### config.mk
export PLATFORM = sky130hd
export DESIGN_NAME = wpic_top
export DESIGN_NICKNAME = d
export VERILOG_FILES = /design/src/hw/wpic_pkg.sv /design/src/hw/wpic_top.sv
export VERILOG_INCLUDE_DIRS = /design/src /design/src/hw
export SDC_FILE = /design/constraint.sdc
export NUM_CORES = 1
export LEC_CHECK = 0
export BUFFER_PORTS_ARGS = -buffer_cell sky130_fd_sc_hd__clkbuf_2
export CORE_ASPECT_RATIO = 1.4
export CORE_MARGIN = 2
export CORE_UTILIZATION = 46
export CTS_BUF_LIST = sky130_fd_sc_hd__clkbuf_16
export CTS_CLUSTER_DIAMETER = 150
export DETAILED_ROUTE_END_ITERATION = 6
export GPL_TIMING_DRIVEN = 0
export PLACE_DENSITY = 0.73
export SLEW_MARGIN = 20
export SYNTH_ARGS = -nofsm -noshare
export SYNTH_HDL_FRONTEND = slang
export SYNTH_SLANG_ARGS = --single-unit
### constraint.sdc
create_clock -name CLK -period 1.9 [get_ports CLK]
set_input_delay 0.475 -clock CLK [delete_from_list [all_inputs] [get_ports CLK]]
set_output_delay 0.475 -clock CLK [all_outputs]
set_load 0.03 [all_outputs]
### src/hw/wpic_cfg.svh
// Offsets, field positions, reset values and codes of the register bank
`ifndef WPIC_CFG_SVH
`define WPIC_CFG_SVH

`define WPIC_ADDR_W 12
`define WPIC_IDX_INT_CFG 8'h7d
`define WPIC_IDX_KEY 8'h7e
`define WPIC_IDX_UPSEL 8'h7f
`define WPIC_IDX_MASK 8'h70
`define WPIC_IDX_STATUS 8'h71

`define WPIC_RST_INT_CFG 8'h02
`define WPIC_RST_KEY 8'h85
`define WPIC_RST_UPSEL 8'h00
`define WPIC_RST_MASK 8'h00
`define WPIC_RST_STATUS 8'h00

`define WPIC_KEY_OPEN 8'h85
`define WPIC_KEY_SINGLE 8'h86
`define WPIC_KEY_RELOCK 8'h00

`define WPIC_INT_CFG_BITS 8'h07
`define WPIC_BIT_POLARITY 0
`define WPIC_BIT_TRISTATE 1
`define WPIC_BIT_GPO 2

`define WPIC_EV_REFUSED 0
`define WPIC_EV_RELOCK 1

`define WPIC_SYNC_FILL 2'h3

`define WPIC_RESP_OKAY 2'h0
`define WPIC_RESP_DECERR 2'h3

`endif

### src/hw/wpic_pkg.sv
// Types shared by the register bank and its bench
`include "wpic_cfg.svh"
package wpic_pkg;

  typedef enum logic [1:0] {
    PROT_LOCKED,
    PROT_OPEN,
    PROT_SINGLE
  } wpic_prot_type;

  typedef enum logic {
    CAP_FILL,
    CAP_DONE
  } wpic_cap_type;

  typedef struct packed {
    logic awvalid;
    logic [`WPIC_ADDR_W-1:0] awaddr;
    logic wvalid;
    logic [31:0] wdata;
    logic [3:0] wstrb;
    logic bready;
    logic arvalid;
    logic [`WPIC_ADDR_W-1:0] araddr;
    logic rready;
  } wpic_axi_req_type;

  typedef struct packed {
    logic awready;
    logic wready;
    logic bvalid;
    logic [1:0] bresp;
    logic arready;
    logic rvalid;
    logic [31:0] rdata;
    logic [1:0] rresp;
  } wpic_axi_rsp_type;

endpackage

### src/hw/wpic_top.sv
// AXI4-Lite bank for interrupt pin setup, write protection key and host select
`timescale 1ns/100ps
`default_nettype none
`include "wpic_cfg.svh"

module wpic_top #(
  parameter int UPSEL_W = 3
) (
  input wire logic CLK,
  input wire logic RESET_N,
  input wire wpic_pkg::wpic_axi_req_type S_AXI_REQ,
  output var wpic_pkg::wpic_axi_rsp_type S_AXI_RSP,
  input wire logic [UPSEL_W-1:0] UPSEL_PINS,
  output var logic IRQ,
  output var logic IRQ_PIN_O,
  output var logic IRQ_PIN_OE
);
  import wpic_pkg::*;

  typedef struct packed {
    logic aw_have;
    logic aw_hit;
    logic [7:0] aw_idx;
    logic w_have;
    logic w_lane0;
    logic [7:0] w_data;
    logic bvalid;
    logic [1:0] bresp;
    logic rvalid;
    logic [7:0] rdata;
    logic [1:0] rresp;
    logic [7:0] int_cfg;
    logic [7:0] key;
    logic [7:0] upsel;
    logic [7:0] mask;
    logic [7:0] status;
    logic [UPSEL_W-1:0] sync1;
    logic [UPSEL_W-1:0] sync2;
    logic [UPSEL_W-1:0] sync3;
    wpic_cap_type cap;
    logic [1:0] fill;
  } wpic_state_type;

  wpic_state_type q;
  wpic_state_type d;
  wpic_prot_type mode;
  logic aw_rdy;
  logic w_rdy;
  logic ar_rdy;
  logic ev_refused;
  logic ev_relock;
  logic rd_clear;
  logic irq_active;
  logic [7:0] events;

  function automatic logic idx_known(input logic [7:0] idx);
    idx_known = (idx == `WPIC_IDX_INT_CFG) || (idx == `WPIC_IDX_KEY) ||
                (idx == `WPIC_IDX_UPSEL) || (idx == `WPIC_IDX_MASK) ||
                (idx == `WPIC_IDX_STATUS);
  endfunction

  function automatic logic addr_hit(input logic [`WPIC_ADDR_W-1:0] addr);
    addr_hit = (addr[`WPIC_ADDR_W-1:10] == '0) && idx_known(addr[9:2]);
  endfunction

  // Key decode: only two codes open the bank
  always_comb begin
    case (q.key)
      `WPIC_KEY_OPEN: mode = PROT_OPEN;
      `WPIC_KEY_SINGLE: mode = PROT_SINGLE;
      default: mode = PROT_LOCKED;
    endcase
  end

  // One write and one read in flight; a new address waits for the response
  assign aw_rdy = !q.aw_have && !q.bvalid;
  assign w_rdy = !q.w_have && !q.bvalid;
  assign ar_rdy = !q.rvalid;

  always_comb begin
    d = q;
    ev_refused = 1'b0;
    ev_relock = 1'b0;
    rd_clear = 1'b0;

    // Select pins: three stages, stable once the last two agree
    d.sync1 = UPSEL_PINS;
    d.sync2 = q.sync1;
    d.sync3 = q.sync2;

    case (q.cap)
      CAP_FILL: begin
        if (q.fill != `WPIC_SYNC_FILL) begin
          d.fill = q.fill + 2'h1;
        end else if (q.sync2 == q.sync3) begin
          d.upsel = 8'(q.sync3);
          d.cap = CAP_DONE;
        end
      end
      CAP_DONE: begin
        d.cap = CAP_DONE;
      end
      default: begin
        d.cap = CAP_DONE;
      end
    endcase

    // Write address and data are taken independently
    if (S_AXI_REQ.awvalid && aw_rdy) begin
      d.aw_have = 1'b1;
      d.aw_hit = addr_hit(S_AXI_REQ.awaddr);
      d.aw_idx = S_AXI_REQ.awaddr[9:2];
    end
    if (S_AXI_REQ.wvalid && w_rdy) begin
      d.w_have = 1'b1;
      d.w_lane0 = S_AXI_REQ.wstrb[0];
      d.w_data = S_AXI_REQ.wdata[7:0];
    end

    if (q.bvalid && S_AXI_REQ.bready) begin
      d.bvalid = 1'b0;
    end

    // A write without byte lane 0 changes nothing and spends no single unlock
    if (q.aw_have && q.w_have) begin
      d.aw_have = 1'b0;
      d.w_have = 1'b0;
      d.bvalid = 1'b1;
      d.bresp = `WPIC_RESP_OKAY;
      if (!q.aw_hit) begin
        d.bresp = `WPIC_RESP_DECERR;
      end else if (!q.w_lane0) begin
        d.bresp = `WPIC_RESP_OKAY;
      end else if (q.aw_idx == `WPIC_IDX_KEY) begin
        d.key = q.w_data;
      end else if (q.aw_idx == `WPIC_IDX_STATUS) begin
        d.bresp = `WPIC_RESP_OKAY;
      end else if (mode == PROT_LOCKED) begin
        ev_refused = 1'b1;
      end else begin
        case (q.aw_idx)
          `WPIC_IDX_INT_CFG: begin
            d.int_cfg = q.w_data & `WPIC_INT_CFG_BITS;
          end
          `WPIC_IDX_UPSEL: begin
            d.upsel = q.w_data;
          end
          `WPIC_IDX_MASK: begin
            d.mask = q.w_data;
          end
          default: begin
            d.mask = q.mask;
          end
        endcase
        // Single unlock is spent by this write and the bank relocks
        if (mode == PROT_SINGLE) begin
          d.key = `WPIC_KEY_RELOCK;
          ev_relock = 1'b1;
        end
      end
    end

    // Reads answer one cycle after the address is taken
    if (q.rvalid && S_AXI_REQ.rready) begin
      d.rvalid = 1'b0;
    end
    if (S_AXI_REQ.arvalid && ar_rdy) begin
      d.rvalid = 1'b1;
      d.rresp = `WPIC_RESP_OKAY;
      d.rdata = 8'h00;
      if (!addr_hit(S_AXI_REQ.araddr)) begin
        d.rresp = `WPIC_RESP_DECERR;
      end else begin
        case (S_AXI_REQ.araddr[9:2])
          `WPIC_IDX_INT_CFG: begin
            d.rdata = q.int_cfg;
          end
          `WPIC_IDX_KEY: begin
            d.rdata = q.key;
          end
          `WPIC_IDX_UPSEL: begin
            d.rdata = q.upsel;
          end
          `WPIC_IDX_MASK: begin
            d.rdata = q.mask;
          end
          `WPIC_IDX_STATUS: begin
            d.rdata = q.status;
            rd_clear = 1'b1;
          end
          default: begin
            d.rdata = 8'h00;
          end
        endcase
      end
    end

    // Clearing read first, then new events, so an event is never lost
    events = 8'h00;
    events[`WPIC_EV_REFUSED] = ev_refused;
    events[`WPIC_EV_RELOCK] = ev_relock;
    if (rd_clear) begin
      d.status = 8'h00;
    end
    d.status = d.status | events;
  end

  always_ff @(posedge CLK or negedge RESET_N) begin
    if (!RESET_N) begin
      q <= '0;
      q.int_cfg <= `WPIC_RST_INT_CFG;
      q.key <= `WPIC_RST_KEY;
      q.upsel <= `WPIC_RST_UPSEL;
      q.mask <= `WPIC_RST_MASK;
      q.status <= `WPIC_RST_STATUS;
      q.cap <= CAP_FILL;
    end else begin
      q <= d;
    end
  end

  assign irq_active = |(q.status & q.mask);
  assign IRQ = irq_active;

  // General output mode holds the pin at the polarity bit level
  always_comb begin
    if (q.int_cfg[`WPIC_BIT_GPO]) begin
      IRQ_PIN_O = q.int_cfg[`WPIC_BIT_POLARITY];
    end else if (irq_active) begin
      IRQ_PIN_O = q.int_cfg[`WPIC_BIT_POLARITY];
    end else begin
      IRQ_PIN_O = !q.int_cfg[`WPIC_BIT_POLARITY];
    end
    // Floating when idle lets several sources share one wired line
    IRQ_PIN_OE = !q.int_cfg[`WPIC_BIT_TRISTATE] || irq_active ||
                 q.int_cfg[`WPIC_BIT_GPO];
  end

  always_comb begin
    S_AXI_RSP.awready = aw_rdy;
    S_AXI_RSP.wready = w_rdy;
    S_AXI_RSP.bvalid = q.bvalid;
    S_AXI_RSP.bresp = q.bresp;
    S_AXI_RSP.arready = ar_rdy;
    S_AXI_RSP.rvalid = q.rvalid;
    S_AXI_RSP.rdata = {24'h000000, q.rdata};
    S_AXI_RSP.rresp = q.rresp;
  end

endmodule
`default_nettype wire

-- After elaboration in Yosys (flattened, before gate mapping)
Index checks and enable logic that the tools add are counted.
- register bits after elaboration: 81
- latch bits: 0
- memory bits (writable): 0
- memory bits (read-only): 0
- input port bits: 70
- output and inout bits: 44
- logic and storage cells: 137
- memories kept: 0
- $add $sub $neg: 1
- multiply operators: 0
- div/mod/pow operators: 0
- order comparisons: 0
- eq/ne operators: 22
- shift operators: 0
- mux-type cells: 48
- bitwise operators: 6
- reduce and logical (&&, ||, !) cells: 39
- operators with widths (operator ; count):
    8-bit by 7-bit == test with 1-bit output (second input constant) ; 15
    8-bit 2-to-1 mux ; 9
    16-bit 2-to-1 mux ; 4
    24-bit 2-to-1 mux ; 2
    8-bit case mux with 5 select lines ; 1
    1-bit 2-to-1 mux ; 24
    10-bit 2-to-1 mux ; 2
    8-bit == test (second input constant) ; 2
    7-bit AND reduction ; 2
    11-bit 2-to-1 mux ; 1
    1-bit logical AND ; 10
    1-bit logical OR ; 10
    2-bit nonzero test ; 5
    8-bit AND ; 1
    8-bit by 2-bit OR with 8-bit output ; 1
    8-bit OR reduction ; 1
    1-bit logical NOT ; 6
    2-bit logical NOT ; 3
    2-bit != test (second input constant) ; 3
    6-bit AND reduction ; 1
    2-bit 2-to-1 mux ; 2
    1-bit NOT ; 4
    2-bit case mux with 2 select lines ; 1
    3-bit == test ; 1
    other kinds (5) ; 5

-- Longest topological paths before layout
- depth in word-level cells: 11
- mapped depth: 5
- gate-level depth less buffers: 5

-- Worst setup path before layout
No wires, ideal clock.
- path kind: input to register
- start: in S_AXI_REQ[10] (netlist bit)
- end: reg q[13] (netlist bit)
- library setup time: 0.121 ns
- arrival time: 1.925 ns
- data required time: 1.779 ns
- setup slack: -0.146 ns
- cell stages on the path: 4
- path buffers: 0
- cell sequence: or4b_4 > a2111oi_4 > nand3_1 > a22o_1
- RTL lines (element ; line ; RTL):
    from (decl) ; wpic_top.sv:11 ; input wire wpic_pkg::wpic_axi_req_type S_AXI_REQ,
    to (decl) ; wpic_top.sv:44 ; wpic_state_type q;

-- Final worst setup path
- start: reg q[38] (netlist bit)
- end: reg q[23] (netlist bit)
- cells in the longest elaborated chain, start to end: 5
- elaborated cells between the ends (all ways): 6
- classes of those cells: eq/ne (2); mux (1); bitwise (1); reduce/logical (2)
- RTL lines (element ; line ; RTL):
    8-bit == test ; wpic_top.sv:68 ; case (q.key)
    2-bit case mux with 2 select lines (*) ; wpic_top.sv:68 ;
    2-bit logical NOT (*) ; wpic_top.sv:138 ; end else if (mode == PROT_LOCKED) begin
    1-bit NOT (no line) (*) ; n/a ;
    7-bit AND reduction (no line) (*) ; n/a ;
Every way passes the cells marked *; elsewhere a longest branch is shown, timed or not.
A chain may end at the register's enable or synchronous reset.

==> flow_summary.yaml <==
global_routing:
  first_global_vias: 2448
  grt_max_degree: 52
  antenna_found_initial: 0
  grt_pass1_wl_mm: 11.64
  grt_use_total_pct: 17.89
  grt_overflow: 0
floorplan:
  die_area_um2: 8574
  die_h_um: 108.8
  start_util_pct: 46.82
  rows: 38
  fp.dieW_um: 78.83
  ios: 114
  core_um2: 7702
cells_and_area:
  finalNonFillerCells: 512
  fillers: 623
  diodes: 0
  register_area_um2: 1834
  drive_gt1_share_pct: 46.84
  final_util_pct: 59.76
  layout-area-overhead-vs-synth_pct: 27.65
  layout.nets: 478
  multi_input_area_um2: 1526
logic_synthesis:
  ys_warn_count: 0
  avgSynthCellArea_um2: 12.27
  seq_area_frac_synth_pct: 50.80
  synthArstFlopShare_pct: 100.0
  synth.cell_area_um2: 3606
  synthesis.instances: 294
  synth_edf_count: 0
  synth_flop_cell: "dfrtp_1"
  netlist-cell-type-count: 49
  synth_seq_cells: 73
power_and_ir_drop:
  p_per_area_nw_per_um2: 1081
  power_switching_share_pct: 32.02
  comb_power_share_pct: 26.7
  peakVddDrop_mv: 0.5691
  p_leak_nw: 2.345
  p_sw_w: 0.001593
  p_int_w: 0.003382
  p_seq_share_pct: 44.4
  clkPwrFrac_pct: 28.9
clock_tree:
  cts_root_buf: "clkbuf_16"
  clock-sinks: 73
  numCtsBuffers: 9
  clkLatencyLatePin_ns: 0.34
  clock_path_buffers: 2
  cts_tree: "done"
  clk_pin_slew_ns: 0.05
  htreeDepth: 3
sta:
  finClkSkew_ns: 0.004491
  min_period_ns: 2.032
  relSlewSlack_pct: 44.38
  final_max_slew_viol_count: 0
  layout_setup_ws_ns: -0.1317
  finalHoldViolCount: 0
  rsz0062_at_grt: "yes"
  tightest_slew_ns: 0.8275
  finalSetupViolations: 14
  period_share_pct: 106.9
  maxClockFrequency_mhz: 492.2
setup_path:
  arrival_ns: 2.25
  start_kind: "flop"
  critPathCaptureType: "flop"
  crit_fanout: 8
  path_cells: "nor4b_4, nand3_2, or4_4, buf_8, mux2_4"
  required_ns: 2.12
  path_class: "flop to flop"
  crit_slowest_cell: "dfstp_2"
  slowest_delay_ns: 0.55
place:
  numPortBuffers: 58
  routabilityCongestion: 0.8142
  place_inst: 476
  hpwl_mm: 5.202
routing:
  vias: 2484
  dr.pass1.iters: 4
  routed_via_density: 4.852
  drt_iter0_drc: 167
  postRouteAntennaNets: 0
  wire_per_inst_um: 13.92
  routed_wl_mm: 7.125
  drc: 0
min_path:
  hp-class: "primary input to async pin"
run_status:
  status: "finished, violations left"
  violations: "setup timing"
flow_run:
  cap_violations: 0
power groups by stage:
stage	registers [W]	clock network, W	logic [W]
2_1_floorplan	0.00210	0	0.000939
3_3_place_gp	0.00219	0	0.00114
3_5_place_dp	0.00222	0	0.00119
4_1_cts	0.00220	0.00147	0.00128
5_1_grt	0.00226	0.00154	0.00144
6_report	0.00221	0.00144	0.00133
layout by cell type (no fill, tap or decap), types with 3 or more instances in the layout:
cell type / instances
clkbuf_1: 3
xnor2_1: 3
nand2_1: 21
mux2_4: 11
inv_1: 13
nand3_1: 3
clkbuf_16: 9
conb_1: 24
nor2_1: 8
nor2b_1: 3
clkbuf_2: 55
mux2i_1: 13
buf_4: 62
a21o_1: 3
xor2_1: 3
a22o_1: 11
dfrtp_1: 67
mux2_2: 27
clkinv_1: 4
o21ai_0: 13
dfstp_2: 4
logic make-up (layout without fill, tap and decap cells):
family,after synthesis,count (layout),share of synthesized area [%]
muxes,52,52,16.59
buffers and inverters,58,153,10.44
other,1,24,0.1040
DFF,73,73,50.80
and+or+nand+nor,62,62,11.38
adders and majority gates,1,1,0.3469
xor gates and xnor gates,6,6,1.458
AOI/OAI and AO/OA,41,41,8.883
final cells by class:
cell class,count,area share [%]
sequential,73,39.85
multi-input combinational,186,33.16
timing repair buffer,79,10.41
buffer,46,7.366
clock buffer,9,4.893
tap,100,2.718
inverter,12,0.9785
clock inverter,7,0.6252
registers in the layout, summed over array words and instances, names as in the netlist:
register   count
d              6
q             55
S_AXI_RSP     12
repair_timing:
action / in CTS / in global routing
pin swaps: 6 / 5
hold buffers: 0 / 0
buffers inserted: 12 / 8
setup endpoints to repair: 29 / 25
resized for setup: 9 / 8
worst paths after layout:
path,to,slack [ns],cells past startpoint,startpoint
max,q[23],-0.13,5,q[38]
min in group CLK,d[6],0.24,1,UPSEL_PINS[0]
max in group asynchronous,q[36],1.23,2,RESET_N
min reg2reg,d[5],0.35,0,d[8]
min,S_AXI_RSP[36],0.07,1,RESET_N
max reg2reg,q[23],-0.13,5,q[38]
Yosys cell counts, types with 3 or more instances:
cell type	number	area share, %
dfrtp_1	69	48
buf_4	42	8.7
mux2_2	30	9.4
nand2_1	21	2.2
mux2i_1	14	3.9
o21ai_0	13	1.8
inv_1	12	1.2
a22o_1	11	2.7
nor2_1	9	0.94
mux2_4	8	3.3
dfstp_2	4	2.9
nor2b_1	4	0.69
a21o_1	3	0.62
clkbuf_1	3	0.31
nand3_1	3	0.42
xnor2_1	3	0.73
xor2_1	3	0.73
metal layers:
| metal | wire length, um | track usage [%] | vias up |
|---|---|---|---|
| li1 | - | - | 1196 |
| met1 | 2734 | 19.64 | 1208 |
| met2 | 3867 | 31.68 | 65 |
| met3 | 373 | 4.884 | 15 |
| met4 | 149 | 8.990 | 0 |
| met5 | 0 | 0 | - |
per-stage QoR:
stage / hold WS, ns / total power (W) / instance area [um^2] / worst slack, ns / TNS (ns)
6_report: 0.06896 / 0.004975 / 4603 / -0.1317 / -1.127
5_1_grt: 0.08943 / 0.005237 / 4603 / -0.1639 / -2.330
4_1_cts: 0.07086 / 0.004959 / 4518 / -0.1024 / -0.8602
3_5_place_dp: 0.3347 / 0.003413 / 4141 / -0.3542 / -5.992
3_3_place_gp: 0.3333 / 0.003335 / 4111 / -0.3330 / -19.30
2_1_floorplan: 0.1794 / 0.003036 / 3696 / -0.05809 / -0.4830
critical path, delay by kind of cell, from the launching register on:
kind | cells | cell delay, ns
muxes | 1 | 0.30
DFF | 1 | 0.55
buffers and inverters | 1 | 0.17
and+or+nand+nor | 3 | 0.90
Note: power is estimated with default switching activity, not from simulation.
